### config.mk
export PLATFORM = sky130hd
export DESIGN_NAME = axis_pulse_and_sensor_io
export DESIGN_NICKNAME = d
export VERILOG_FILES = /design/src/rtl/quad_decoder.v /design/src/rtl/axis_pulse_and_sensor_io.v
export VERILOG_INCLUDE_DIRS = /design/src /design/src/rtl
export SDC_FILE = /design/constraint.sdc
export NUM_CORES = 1
export LEC_CHECK = 0
export ABC_AREA = 1
export BUFFER_PORTS_ARGS = -buffer_cell sky130_fd_sc_hd__buf_4
export CAP_MARGIN = 20
export CORE_ASPECT_RATIO = 2
export CORE_UTILIZATION = 40
export DETAILED_ROUTE_END_ITERATION = 10
export HOLD_SLACK_MARGIN = 0.1
export PLACE_DENSITY = 0.58
export REMOVE_ABC_BUFFERS = 1
export SLEW_MARGIN = 40
export SYNTH_ARGS = -nofsm -noshare
export SYNTH_HDL_FRONTEND = slang
export SYNTH_SLANG_ARGS = --single-unit
### constraint.sdc
create_clock -name clk_sys -period 2.2 [get_ports clk_sys]
set_input_delay 0.44 -clock clk_sys [delete_from_list [all_inputs] [get_ports clk_sys]]
set_output_delay 0.44 -clock clk_sys [all_outputs]
set_load 0.1 [all_outputs]
### src/rtl/axis_io_map.vh
// Register offsets, field positions, reset values and codes of the axis I/O block.
`ifndef AXIS_IO_MAP_VH
`define AXIS_IO_MAP_VH
`define OFS_CTRL 12'h000
`define OFS_CMD 12'h004
`define OFS_SUBSTAT 12'h008
`define OFS_IRQ_STAT 12'h00c
`define OFS_IRQ_MASK 12'h010
`define OFS_ENC_COUNT 12'h014
`define OFS_HALF_PERIOD 12'h018
`define CTRL_RESET 32'h0000_0000
`define CTRL_SD_LATCH 0
`define CTRL_SD_POL 1
`define CTRL_HOME_POL 2
`define CTRL_ALM_POL 3
`define CTRL_ALM_DECEL 4
`define CTRL_OUT_MODE_LO 5
`define CTRL_OUT_MODE_HI 6
`define CTRL_PULSE_INV 7
`define CTRL_SIGN_INV 8
`define CTRL_ENC_MODE_LO 9
`define CTRL_ENC_MODE_HI 10
`define CTRL_ENC_REV 11
`define CTRL_HOME_USE_INDEX 12
`define CMD_START_PLUS 0
`define CMD_START_MINUS 1
`define CMD_STOP 2
`define CMD_HOME 3
`define CMD_SD_CLEAR 4
`define CMD_ENC_CLEAR 5
`define OUT_COMMON 2'h0
`define OUT_TWO_PULSE 2'h1
`define OUT_QUAD 2'h2
`define ENC_X1 2'h0
`define ENC_X2 2'h1
`define ENC_X4 2'h2
`define ENC_UPDOWN 2'h3
`define IRQ_SD 0
`define IRQ_HOME 1
`define IRQ_ALM 2
`define IRQ_INDEX 3
`define IRQ_STOPPED 4
`define IRQ_BITS 5
`define HALF_PERIOD_RESET 16'h0064
`endif

### src/rtl/quad_decoder.v
// Encoder feedback decoder: quadrature at 1x, 2x, 4x, or separate up/down pulses.
`include "axis_io_map.vh"
module quad_decoder (
  input wire clk_sys,
  input wire rstn,
  input wire phase_a,
  input wire phase_b,
  input wire [1:0] mode,
  input wire reverse,
  output reg step,
  output reg up
);
  reg a_q;
  reg b_q;
  reg fwd;
  reg hit;
  wire a_rise = phase_a & ~a_q;
  wire a_fall = ~phase_a & a_q;
  wire b_rise = phase_b & ~b_q;
  wire b_fall = ~phase_b & b_q;
  wire a_edge = a_rise | a_fall;
  wire b_edge = b_rise | b_fall;

  always @* begin
    fwd = 1'b0;
    hit = 1'b0;
    case (mode)
      `ENC_X1: begin
        // Phase A leading B means B is low when A rises.
        hit = a_rise;
        fwd = ~phase_b;
      end
      `ENC_X2: begin
        hit = a_edge;
        fwd = phase_a ^ phase_b;
      end
      `ENC_X4: begin
        hit = a_edge ^ b_edge;
        fwd = a_edge ? (phase_a ^ phase_b) : ~(phase_a ^ phase_b);
      end
      default: begin
        hit = a_rise ^ b_rise;
        fwd = a_rise;
      end
    endcase
  end

  always @(posedge clk_sys) begin
    if (!rstn) begin
      a_q <= 1'b0;
      b_q <= 1'b0;
      step <= 1'b0;
      up <= 1'b0;
    end else begin
      a_q <= phase_a;
      b_q <= phase_b;
      step <= hit;
      up <= fwd ^ reverse;
    end
  end
endmodule // quad_decoder

### src/rtl/axis_pulse_and_sensor_io.v
// Per-axis motion I/O: sensor conditioning, command pulse output, encoder input.
//
// What this block does
// - Slowdown input stops axis, level or latched.
// - Software selects polarity of slowdown, home, alarm.
// - Sub-status read shows slowdown, home, alarm pins.
// - Home sensor acts on edges during homing.
// - Alarm halts axis instantly or by deceleration.
// - Common mode: pulses on pulse, direction on sign.
// - Two-pulse mode: plus on pulse, minus on sign.
// - Quadrature mode: quarter-period offset encodes direction.
// - Software inverts pulse and sign outputs.
// - Encoder decoded 1x/2x/4x or up/down pulses.
// - Quadrature counts forward when A leads B.
// - Software reverses encoder counting direction.
// - Index marker refines home position during homing.
//
// The register addresses and the APB slave port were decided locally.
`include "axis_io_map.vh"
module axis_pulse_and_sensor_io #(
  parameter DECEL_STEPS = 16,
  parameter COUNT_W = 32
) (
  input wire clk_sys,
  input wire rstn,
  input wire psel,
  input wire penable,
  input wire pwrite,
  input wire [11:0] paddr,
  input wire [31:0] pwdata,
  output reg [31:0] prdata,
  output reg pready,
  output reg pslverr,
  input wire minus_slowdown_input_n,
  input wire home_sensor_input_n,
  input wire alarm_input_n,
  input wire encoder_phase_a,
  input wire encoder_phase_b,
  input wire encoder_index_marker_n,
  output reg pulse_out,
  output reg sign_out,
  output reg irq
);
  // ---------------------------------------------------------------
  // State codes
  // ---------------------------------------------------------------
  localparam ST_IDLE = 2'h0;
  localparam ST_RUN = 2'h1;
  localparam ST_DECEL = 2'h2;
  localparam ST_HOME_IDX = 2'h3;

  // ---------------------------------------------------------------
  // Registers and state
  // ---------------------------------------------------------------
  reg [31:0] ctrl;
  reg [15:0] half_period;
  reg [`IRQ_BITS-1:0] irq_stat;
  reg [`IRQ_BITS-1:0] irq_mask;
  reg [COUNT_W-1:0] enc_count;
  reg [1:0] state;
  reg dir_minus;
  reg homing;
  reg sd_latched;
  reg home_q;
  reg alm_q;
  reg [15:0] tick_cnt;
  reg [15:0] decel_cnt;
  reg [1:0] phase;
  reg raw_pulse;
  reg raw_sign;
  reg [`IRQ_BITS-1:0] ev;
  reg [31:0] rd;
  reg [2:0] pol_q;

  // ---------------------------------------------------------------
  // Sensor conditioning
  // ---------------------------------------------------------------
  // Pins are active low by default; for slowdown, home and alarm a polarity bit turns that around.
  wire sd_on = ~minus_slowdown_input_n ^ ctrl[`CTRL_SD_POL];
  wire home_on = ~home_sensor_input_n ^ ctrl[`CTRL_HOME_POL];
  wire alm_on = ~alarm_input_n ^ ctrl[`CTRL_ALM_POL];
  wire index_on = ~encoder_index_marker_n;
  // A write that flips a polarity bit must not pass for a sensor edge.
  wire pol_chg = (ctrl[`CTRL_ALM_POL:`CTRL_SD_POL] != pol_q);
  wire home_edge = home_on & ~home_q & ~pol_chg;
  wire alm_edge = alm_on & ~alm_q & ~pol_chg;
  reg idx_q;
  wire index_edge = index_on & ~idx_q;
  // Slowdown only matters while feeding toward minus.
  wire sd_req = (ctrl[`CTRL_SD_LATCH] ? sd_latched : sd_on) & dir_minus;
  wire moving = (state != ST_IDLE);

  wire [1:0] out_mode = ctrl[`CTRL_OUT_MODE_HI:`CTRL_OUT_MODE_LO];
  wire tick = moving && (tick_cnt == 16'h0000);

  // ---------------------------------------------------------------
  // APB decode
  // ---------------------------------------------------------------
  wire acc = psel & penable;
  wire wr = acc & pwrite;
  // A write lands at the edge where pready is seen high.
  wire wr_done = wr & pready;
  wire wr_ctrl = wr_done && (paddr == `OFS_CTRL);
  wire wr_stat = wr_done && (paddr == `OFS_IRQ_STAT);
  wire wr_mask = wr_done && (paddr == `OFS_IRQ_MASK);
  wire wr_half = wr_done && (paddr == `OFS_HALF_PERIOD);
  wire known = (paddr == `OFS_CTRL) || (paddr == `OFS_CMD) ||
               (paddr == `OFS_SUBSTAT) || (paddr == `OFS_IRQ_STAT) ||
               (paddr == `OFS_IRQ_MASK) || (paddr == `OFS_ENC_COUNT) ||
               (paddr == `OFS_HALF_PERIOD);

  // ---------------------------------------------------------------
  // Command strobes
  // ---------------------------------------------------------------
  // Commands are one-cycle strobes; the register itself reads as zero.
  wire cmd_wr = wr_done && (paddr == `OFS_CMD);
  wire c_plus = cmd_wr & pwdata[`CMD_START_PLUS];
  wire c_minus = cmd_wr & pwdata[`CMD_START_MINUS];
  wire c_stop = cmd_wr & pwdata[`CMD_STOP];
  wire c_home = cmd_wr & pwdata[`CMD_HOME];
  wire c_sdclr = cmd_wr & pwdata[`CMD_SD_CLEAR];
  wire c_encclr = cmd_wr & pwdata[`CMD_ENC_CLEAR];

  always @* begin
    rd = 32'h0000_0000;
    case (paddr)
      `OFS_CTRL: rd = ctrl;
      // Sub-status: raw pins, conditioned levels, latch and motion state.
      `OFS_SUBSTAT: rd = {22'h00_0000, state, homing, sd_latched, alm_on, home_on, sd_on,
                          alarm_input_n, home_sensor_input_n, minus_slowdown_input_n};
      `OFS_IRQ_STAT: rd[`IRQ_BITS-1:0] = irq_stat;
      `OFS_IRQ_MASK: rd[`IRQ_BITS-1:0] = irq_mask;
      `OFS_ENC_COUNT: rd = enc_count;
      `OFS_HALF_PERIOD: rd[15:0] = half_period;
      default: rd = 32'h0000_0000;
    endcase
  end

  always @(posedge clk_sys) begin
    if (!rstn) begin
      prdata <= 32'h0000_0000;
      pready <= 1'b0;
      pslverr <= 1'b0;
      ctrl <= `CTRL_RESET;
      half_period <= `HALF_PERIOD_RESET;
      irq_mask <= {`IRQ_BITS{1'b0}};
    end else begin
      // One wait state: pready rises in the second access cycle.
      pready <= acc & ~pready;
      pslverr <= acc & ~pready & ~known;
      if (acc & ~pready & ~pwrite) begin
        prdata <= rd;
      end
      if (wr_ctrl) begin
        ctrl <= pwdata;
      end
      if (wr_mask) begin
        irq_mask <= pwdata[`IRQ_BITS-1:0];
      end
      if (wr_half) begin
        // Zero would wrap the divider to its longest period, so it is raised to one.
        half_period <= (pwdata[15:0] == 16'h0000) ? 16'h0001 : pwdata[15:0];
      end
    end
  end

  // Polarity history for the edge guard above.
  always @(posedge clk_sys) begin
    if (!rstn) begin
      pol_q <= 3'h0;
    end else begin
      pol_q <= ctrl[`CTRL_ALM_POL:`CTRL_SD_POL];
    end
  end

  // ---------------------------------------------------------------
  // Motion sequencer
  // ---------------------------------------------------------------
  // Deceleration is modelled as a fixed number of further steps at rate,
  // not a true ramp; the profile generator lives outside this block.
  always @(posedge clk_sys) begin
    if (!rstn) begin
      state <= ST_IDLE;
      dir_minus <= 1'b0;
      homing <= 1'b0;
      sd_latched <= 1'b0;
      home_q <= 1'b0;
      alm_q <= 1'b0;
      idx_q <= 1'b0;
      decel_cnt <= 16'h0000;
      tick_cnt <= 16'h0000;
    end else begin
      home_q <= home_on;
      alm_q <= alm_on;
      idx_q <= index_on;
      // Set wins over clear.
      if (sd_on & dir_minus & moving) begin
        sd_latched <= 1'b1;
      end else if (c_sdclr) begin
        sd_latched <= 1'b0;
      end
      // The divider rests at zero, so the first tick falls on the first moving cycle.
      if (moving) begin
        tick_cnt <= (tick_cnt == 16'h0000) ? half_period - 16'h0001 : tick_cnt - 16'h0001;
      end else begin
        tick_cnt <= 16'h0000;
      end
      if (tick && state == ST_DECEL) begin
        decel_cnt <= decel_cnt - 16'h0001;
      end
      case (state)
        ST_IDLE: begin
          homing <= 1'b0;
          if ((c_plus | c_minus | c_home) & ~alm_on) begin
            dir_minus <= c_minus | c_home;
            homing <= c_home;
            state <= ST_RUN;
          end
        end
        ST_RUN: begin
          if (alm_on & ~ctrl[`CTRL_ALM_DECEL]) begin
            state <= ST_IDLE;
          end else if (alm_on | c_stop | sd_req) begin
            decel_cnt <= DECEL_STEPS[15:0];
            state <= ST_DECEL;
          end else if (homing & home_edge) begin
            state <= ctrl[`CTRL_HOME_USE_INDEX] ? ST_HOME_IDX : ST_IDLE;
          end
        end
        ST_DECEL: begin
          if (alm_on & ~ctrl[`CTRL_ALM_DECEL]) begin
            state <= ST_IDLE;
          end else if (decel_cnt == 16'h0000) begin
            state <= ST_IDLE;
          end
        end
        ST_HOME_IDX: begin
          // Creep on until the encoder's once-per-turn marker.
          // Alarm and stop follow the same rules as in the run state.
          if (alm_on & ~ctrl[`CTRL_ALM_DECEL]) begin
            state <= ST_IDLE;
          end else if (alm_on | c_stop) begin
            decel_cnt <= DECEL_STEPS[15:0];
            state <= ST_DECEL;
          end else if (index_edge) begin
            state <= ST_IDLE;
          end
        end
        default: state <= ST_IDLE;
      endcase
    end
  end

  // ---------------------------------------------------------------
  // Pulse output formats
  // ---------------------------------------------------------------
  always @(posedge clk_sys) begin
    if (!rstn) begin
      phase <= 2'h0;
      raw_pulse <= 1'b0;
      raw_sign <= 1'b0;
      pulse_out <= 1'b0;
      sign_out <= 1'b0;
    end else begin
      if (tick) begin
        phase <= dir_minus ? phase - 2'h1 : phase + 2'h1;
      end
      case (out_mode)
        `OUT_TWO_PULSE: begin
          raw_pulse <= moving & ~dir_minus & phase[0];
          raw_sign <= moving & dir_minus & phase[0];
        end
        `OUT_QUAD: begin
          // Gray sequence 00,01,11,10 forward; run backward for minus.
          raw_pulse <= phase[1];
          raw_sign <= phase[1] ^ phase[0];
        end
        default: begin
          raw_pulse <= moving & phase[0];
          raw_sign <= dir_minus;
        end
      endcase
      pulse_out <= raw_pulse ^ ctrl[`CTRL_PULSE_INV];
      sign_out <= raw_sign ^ ctrl[`CTRL_SIGN_INV];
    end
  end

  // ---------------------------------------------------------------
  // Encoder feedback
  // ---------------------------------------------------------------
  wire enc_step;
  wire enc_up;
  quad_decoder u_dec (
    .clk_sys(clk_sys),
    .rstn(rstn),
    .phase_a(encoder_phase_a),
    .phase_b(encoder_phase_b),
    .mode(ctrl[`CTRL_ENC_MODE_HI:`CTRL_ENC_MODE_LO]),
    .reverse(ctrl[`CTRL_ENC_REV]),
    .step(enc_step),
    .up(enc_up)
  );

  // Clear wins over a step in the same cycle.
  always @(posedge clk_sys) begin
    if (!rstn) begin
      enc_count <= {COUNT_W{1'b0}};
    end else if (c_encclr) begin
      enc_count <= {COUNT_W{1'b0}};
    end else if (enc_step) begin
      enc_count <= enc_up ? enc_count + 1'b1 : enc_count - 1'b1;
    end
  end

  // ---------------------------------------------------------------
  // Interrupts
  // ---------------------------------------------------------------
  reg moving_q;
  always @* begin
    ev = {`IRQ_BITS{1'b0}};
    // The slowdown event marks the latch being taken, in either capture mode.
    ev[`IRQ_SD] = sd_on & dir_minus & moving & ~sd_latched;
    ev[`IRQ_HOME] = home_edge;
    ev[`IRQ_ALM] = alm_edge;
    ev[`IRQ_INDEX] = index_edge;
    ev[`IRQ_STOPPED] = moving_q & ~moving;
  end

  always @(posedge clk_sys) begin
    if (!rstn) begin
      irq_stat <= {`IRQ_BITS{1'b0}};
      moving_q <= 1'b0;
      irq <= 1'b0;
    end else begin
      moving_q <= moving;
      // Set wins over write-one-to-clear.
      if (wr_stat) begin
        irq_stat <= (irq_stat & ~pwdata[`IRQ_BITS-1:0]) | ev;
      end else begin
        irq_stat <= irq_stat | ev;
      end
      // Registered, so the pin follows the status one cycle late.
      irq <= |(irq_stat & irq_mask);
    end
  end
endmodule // axis_pulse_and_sensor_io

==> metrics, run 1 <==
power share of the clock group 22.8%; Overflow after GRT 0; worst reg2reg path depth 17; Slew headroom 55.8%; Clock Latency Late Sink 0.45 ns; Num CTS Buffers 17; total placed instance area 12300 µm²; share of cells above drive strength 1 22.0%; final setup vio count 0; initial drt markers 599; max-slew violation count 0; Post-Layout Inst Area 13500 µm²; Register Area 3590 µm²; fmax 462 MHz; GPL Wtd Cong 1.05; # rows 83; Leak Pwr 6.11 nW; post-synth cell types 51; hold path cells 2; Critical Path Fanout Max 5; Chip Width 116 µm; initial core utilization 40.7%; final layout net count 1831; n_diodes 0; IO Pins 92; Power Density 1010 nW/µm²; combinational power share 49.9%; Bufs on Longest Clock Path 2; fillers 2625; YS warnings 0; RSZ-0062 raised after global routing true; arrival time at the worst endpoint 2.51 ns; Area Overhead vs Synth 30.0%; Tcrit/Tclk final 98.4%; Avg WL per Cell 17.9 µm; fin util 52.8%; Final Hold Viols 0; ys async rst share 0%; setup TNS 0 ns; area leader, netlist dfxtp_1; VDD IR-drop max 0.954 mV; DR DRC count 0; vias in the first global route 11000; Clock Skew 0.00813 ns; max_cap viols 0; Crit. End Element register; non-filler cells, final 2090; Die ar. 26700 µm²; Via Count 10900; Syn Inst Count 1549; mean post-synth cell area 6.71 µm²; Syn Std Cell Area 10400 µm²; Flop pwr share 27.2%; P_sw 6.00 mW; crit path time final 2.16 ns; commonest non-fill, non-tap cell in the layout nand2_1; Power Internal 7.68 mW; H-tree Lvls 4; maximum number of pins on one net before global-route repair 57; 1st-pass router iterations 5; die height 230 µm; outcome finished clean; placed instance count 2055; Switching Share 43.9%; antenna violations before repair 1; number of port buffers 91; Yosys top cell area share 34.5%; Hold/Removal Path Class primary input to register; CP required 2.55 ns; hpwl dp 29600 µm; highest-count cells in the layout ignoring fill and taps nand2_1, inv_1, buf_4; Seq cells post-synth 179; first-pass GRT wire length 57300 µm; CTS tree done; r2r setup slk 0.04 ns; Core Box Area 25500 µm²; multi-input logic area 6190 µm²; sequential share of the synthesized area 34.5%; ys flop type dfxtp_1; Post-synth EDFFs 0; largest cells by area after synthesis dfxtp_1, nand2_1, inv_1; Clock transition at path regs 0.07 ns; clock root buffer clkbuf_16; Worst Max-Slew Pin Slew 0.662 ns; total power 13.7 mW; final wirelength 37400 µm; startpoint types register; Routed Antenna Nets 0; gr usage total 29.1%; post-DR vias/cell 5.20; CTS Sinks 179; kind of critical path register to register
-- what timing repair did --
action,CTS,global route
endpoints found under the setup margin,12,23
resized for setup,24,102
cloned,0,2
buffers inserted,1,2
pin swaps,3,23
hold buffers,0,0
-- sequential cells by signal, indices dropped and copies added (netlist names), 2 cells and up --
register and cells:
ctrl 32, enc_count 32, prdata 32, decel_cnt 16, half_period 16, tick_cnt 16, irq_mask 5, irq_stat 5
pol_q 3, phase 2, state 2
-- metal layers --
| metal | vias up | part of all wire (%) | track usage, % | wire (µm) |
|---|---|---|---|---|
| li1 | 5437 | - | - | - |
| met1 | 4985 | 32 | 24.8 | 12000 |
| met2 | 296 | 55 | 55.7 | 20700 |
| met3 | 142 | 3.0 | 4.64 | 1130 |
| met4 | 0 | 9.7 | 25.1 | 3630 |
| met5 | - | 0 | 0 | 0 |
-- critical path, stage by stage, from the launching register on --
cell and delay, ns:
dfxtp_4 0.37, inv_8 0.05, buf_12 0.14, ha_4 0.29, nor2_4 0.04, buf_6 0.10
nand3b_1 0.21, nand2_2 0.13, nand2_2 0.08, nand2_2 0.07, inv_2 0.04, nor2_2 0.11
buf_6 0.15, nor2_4 0.04, nand2_1 0.05, nand3_1 0.07, nand2_1 0.08, inv_1 0.03
-- kinds of logic (layout without fill, tap and decap cells) --
logic type / after synthesis / after routing / synth area share, %
AOI/OAI and AO/OA: 359 / 359 / 19.3
xor gates and xnor gates: 37 / 37 / 3.12
DFF: 179 / 179 / 34.5
and+or+nand+nor: 644 / 644 / 27.4
buffers and inverters: 293 / 494 / 11.1
adders and majority gates: 37 / 37 / 4.53
-- final cells by class --
type / instances / share of cell area [%]
Timing Repair Buffer: 217 / 13.1
Sequential cell: 179 / 26.6
Clock buffer: 20 / 3.46
Inverter: 247 / 6.96
Clock inverter: 10 / 0.927
Multi-Input combinational cell: 1077 / 45.8
Tap cell: 340 / 3.15
-- path summary, 6_finish.rpt --
check	from	to
worst max-delay path	u_dec.up	enc_count[19]
worst min-delay path	encoder_index_marker_n	idx_q
worst max register to register	u_dec.up	enc_count[19]
worst min register to register	ctrl[22]	ctrl[22]
-- power groups by stage --
stage | clock [mW] | combinational [mW] | sequential (mW)
after floorplan | 0 | 4.16 | 3.87
after global placement | 0 | 6.49 | 3.78
after detailed placement | 0 | 6.53 | 3.78
after CTS | 3.20 | 6.60 | 3.71
after global routing | 3.34 | 7.47 | 3.76
final | 3.12 | 6.83 | 3.72
-- Yosys cell counts, types with 3 or more instances --
cell type	number
nor3_1	21
o21ai_1	6
inv_2	4
dfxtp_1	179
nand2_2	9
ha_1	36
a31oi_1	3
a21oi_1	158
o22ai_1	16
buf_4	4
nor2_1	168
nor4_1	4
nand4_1	16
nor2_2	6
o21a_1	3
o221ai_1	16
xnor2_1	13
inv_1	240
nor3_2	4
nor2_4	6
clkbuf_1	36
o21bai_1	11
o211ai_1	22
nand2_4	5
o21ai_0	115
nand2_1	300
xor2_1	24
nand3_1	92
-- stage by stage --
stage	setup slack, ns	hold WS (ns)
2_1_floorplan	-0.995	0.429
3_5_place_dp	-0.0970	0.447
4_1_cts	0.0168	0.128
6_report	0.0360	0.151
5_1_grt	-0.0778	0.143
3_3_place_gp	-0.144	0.439
Power figures use the tool's default switching activity.
==> run 2: changes to the inputs <==
--- a/config.mk
+++ b/config.mk
@@ -6,14 +6,13 @@
 export SDC_FILE = /design/constraint.sdc
 export NUM_CORES = 1
 export LEC_CHECK = 0
-export ABC_AREA = 1
 export BUFFER_PORTS_ARGS = -buffer_cell sky130_fd_sc_hd__buf_4
 export CAP_MARGIN = 20
 export CORE_ASPECT_RATIO = 2
 export CORE_UTILIZATION = 40
 export DETAILED_ROUTE_END_ITERATION = 10
 export HOLD_SLACK_MARGIN = 0.1
-export PLACE_DENSITY = 0.58
+export PLACE_DENSITY = 0.59
 export REMOVE_ABC_BUFFERS = 1
 export SLEW_MARGIN = 40
 export SYNTH_ARGS = -nofsm -noshare
==> run 2 against run 1 <==
The flow now finishes with violations (setup timing); global-route usage down 2.6 points; power down 29%; non-clock buffer count up 93; clock skew up 0.00084 ns; synthesized cell count down 27%.
==> metrics, run 2 <==
Post-synth top cells dfxtp_1, nand2_1, nor2_1 (was nand2_1, inv_1, dfxtp_1); Crit. End Element register (unchanged); Die ar. 23500 µm² (was 26700 µm²); arrival time at the worst endpoint 3.21 ns (was 2.51 ns); Post-synth EDFFs 0 (unchanged); ys async rst share 0% (unchanged); startpoint types register (unchanged); cts-stage hold buffer count 0 (unchanged); Worst Max-Slew Pin Slew 0.591 ns (was 0.662 ns); IO Pins 92 (unchanged); maximum number of pins on one net before global-route repair 49 (was 57); VDD IR-drop max 0.742 mV (was 0.954 mV); vias in the first global route 9301 (was 11000); multi-input logic area 6120 µm² (was 6190 µm²); highest-count cells in the layout ignoring fill and taps buf_4, dfxtp_1, nand2_1 (was nand2_1, inv_1, buf_4); mean post-synth cell area 8.11 µm² (was 6.71 µm²); Bufs on Longest Clock Path 2 (unchanged); Clock Skew 0.00896 ns (was 0.00813 ns); n_diodes 0 (unchanged); CTS Sinks 179 (unchanged); YS warnings 0 (unchanged); biggest regs ctrl (32), enc_count (32), prdata (32) (unchanged); hpwl dp 22700 µm (was 29600 µm); Critical Path Fanout Max 8 (was 5); final wirelength 31400 µm (was 37400 µm); initial core utilization 41.1% (was 40.7%); # rows 77 (was 83); Routed Antenna Nets 0 (unchanged); Clock Latency Late Sink 0.46 ns (was 0.45 ns); post-synth cell types 72 (was 51); Final Hold Viols 0 (unchanged); largest cells by area after synthesis dfxtp_1, a21oi_1, nand2_1 (was dfxtp_1, nand2_1, inv_1); Num CTS Buffers 17 (unchanged); antenna violations before repair 0 (was 1); Avg WL per Cell 18.6 µm (was 17.9 µm); die height 216 µm (was 230 µm); max_cap viols 0 (unchanged); Tcrit/Tclk final 128% (was 98.4%); RSZ-0062 raised after global routing true (unchanged); GPL Wtd Cong 0.930 (was 1.05); post-DR vias/cell 5.58 (was 5.20); area leader, netlist dfxtp_1 (unchanged); Via Count 9421 (was 10900); H-tree Lvls 4 (unchanged); share of cells above drive strength 1 35.2% (was 22.0%); initial drt markers 442 (was 599); Area Overhead vs Synth 46.1% (was 30.0%); sequential share of the synthesized area 39.2% (was 34.5%); Seq cells post-synth 179 (unchanged); final layout net count 1492 (was 1831); Chip Width 109 µm (was 116 µm); worst reg2reg path depth 13 (was 17); DR DRC count 0 (unchanged); clock root buffer clkbuf_16 (unchanged); final setup vio count 27 (was 0); Power Density 727 nW/µm² (was 1010 nW/µm²); outcome finished with violations (was finished clean); Core Box Area 22300 µm² (was 25500 µm²); crit path time final 2.81 ns (was 2.16 ns); first-pass GRT wire length 47100 µm (was 57300 µm); kind of critical path register to register (unchanged); CP required 2.59 ns (was 2.55 ns); max-slew violation count 0 (unchanged); failing checks setup timing; Slew headroom 60.2% (was 55.8%); Syn Inst Count 1128 (was 1549); number of port buffers 91 (unchanged); 1st-pass router iterations 5 (unchanged); Clock transition at path regs 0.08 ns (was 0.07 ns); Syn Std Cell Area 9150 µm² (was 10400 µm²); fmax 355 MHz (was 462 MHz); Yosys top cell area share 39.2% (was 34.5%); Leak Pwr 5.32 nW (was 6.11 nW); Worst Slack Setup Final -0.614 ns (was 0.0360 ns); hold path cells 2 (unchanged); Hold/Removal Path Class primary input to register (unchanged); total power 9.72 mW (was 13.7 mW); gr usage total 26.5% (was 29.1%); commonest non-fill, non-tap cell in the layout buf_4 (was nand2_1); fillers 1913 (was 2625); Setup WS pre-CTS -0.684 ns (was -0.0970 ns); Overflow after GRT 0 (unchanged); ys flop type dfxtp_1 (unchanged); Register Area 3600 µm² (was 3590 µm²); CTS tree done (unchanged); most frequent cell after synthesis dfxtp_1 (was nand2_1)
-- run 2: path summary, 6_finish.rpt --
| kind | startpoint | end | slack [ns] |
|---|---|---|---|
| worst max register to register | u_dec.up | enc_count[28] | -0.61 |
| worst min-delay path | encoder_index_marker_n | idx_q | 0.15 |
| worst min register to register | alm_q | irq_stat[2] | 0.43 |
| worst max-delay path | u_dec.up | enc_count[28] | -0.61 |
-- run 2: final cells by class --
type	count	area share [%]
Clock buffer	18	3.29
Clock inverter	14	1.48
Inverter	19	0.553
Multi-Input combinational cell	873	45.8
Sequential cell	179	27.0
Tap cell	276	2.58
Timing Repair Buffer	310	19.3
-- run 2: kinds of logic after synthesis --
kind of cell | share of synthesized area (%)
XOR/XNOR | 6.61
multiplexers | 3.04
AO/OA/AOI/OAI | 19.9
flip-flops | 39.2
adder cells (fa/ha/maj) | 5.14
AND/OR/NAND/NOR | 22.6
buffers and inverters | 3.52
-- run 2: timing repair --
item / CTS / global route
pin swaps: 37 / 70
endpoints found under the setup margin: 44 / 45
buffers inserted: 12 / 24
hold endpoints to repair: 0 / 0
gates cloned: 0 / 2
gates resized for setup: 85 / 121
-- run 2: power by group --
part	switching, mW	internal, mW
clock	1.40	1.95
combinational	1.47	1.46
sequential	0.0991	3.34
-- run 2: critical path, stage by stage, from the launching register on --
cell       delay (ns)
dfxtp_2          0.36
inv_4            0.06
clkbuf_16        0.17
clkbuf_16        0.17
ha_4             0.29
nand3_4          0.07
nor3b_1          0.36
a211o_1          0.23
nand3b_1         0.21
o2111ai_4        0.17
a211oi_2         0.30
o21bai_1         0.11
xor2_1           0.14
o21ai_1          0.11
-- run 2: layer usage --
metal	part of all wire [%]	GRT usage, %
met5	0	0
met2	57	51.2
met1	35	24.6
met4	5.3	15.7
met3	3.4	4.77
-- run 2: stage by stage --
stage | cell area, µm² | hold slack (ns) | setup TNS (ns) | utilization (%) | cells
2_1_floorplan | 8900 | 0.397 | -68.49 | - | 1071
3_3_place_gp | 11400 | 0.406 | -21.15 | 51.4 | 1624
3_5_place_dp | 11400 | 0.413 | -23.79 | 51.4 | 1624
4_1_cts | 12500 | 0.132 | -6.18 | 56.3 | 1667
5_1_grt | 13400 | 0.136 | -12.27 | 60.0 | 1689
6_report | 13400 | 0.147 | -8.48 | 60.0 | 1689
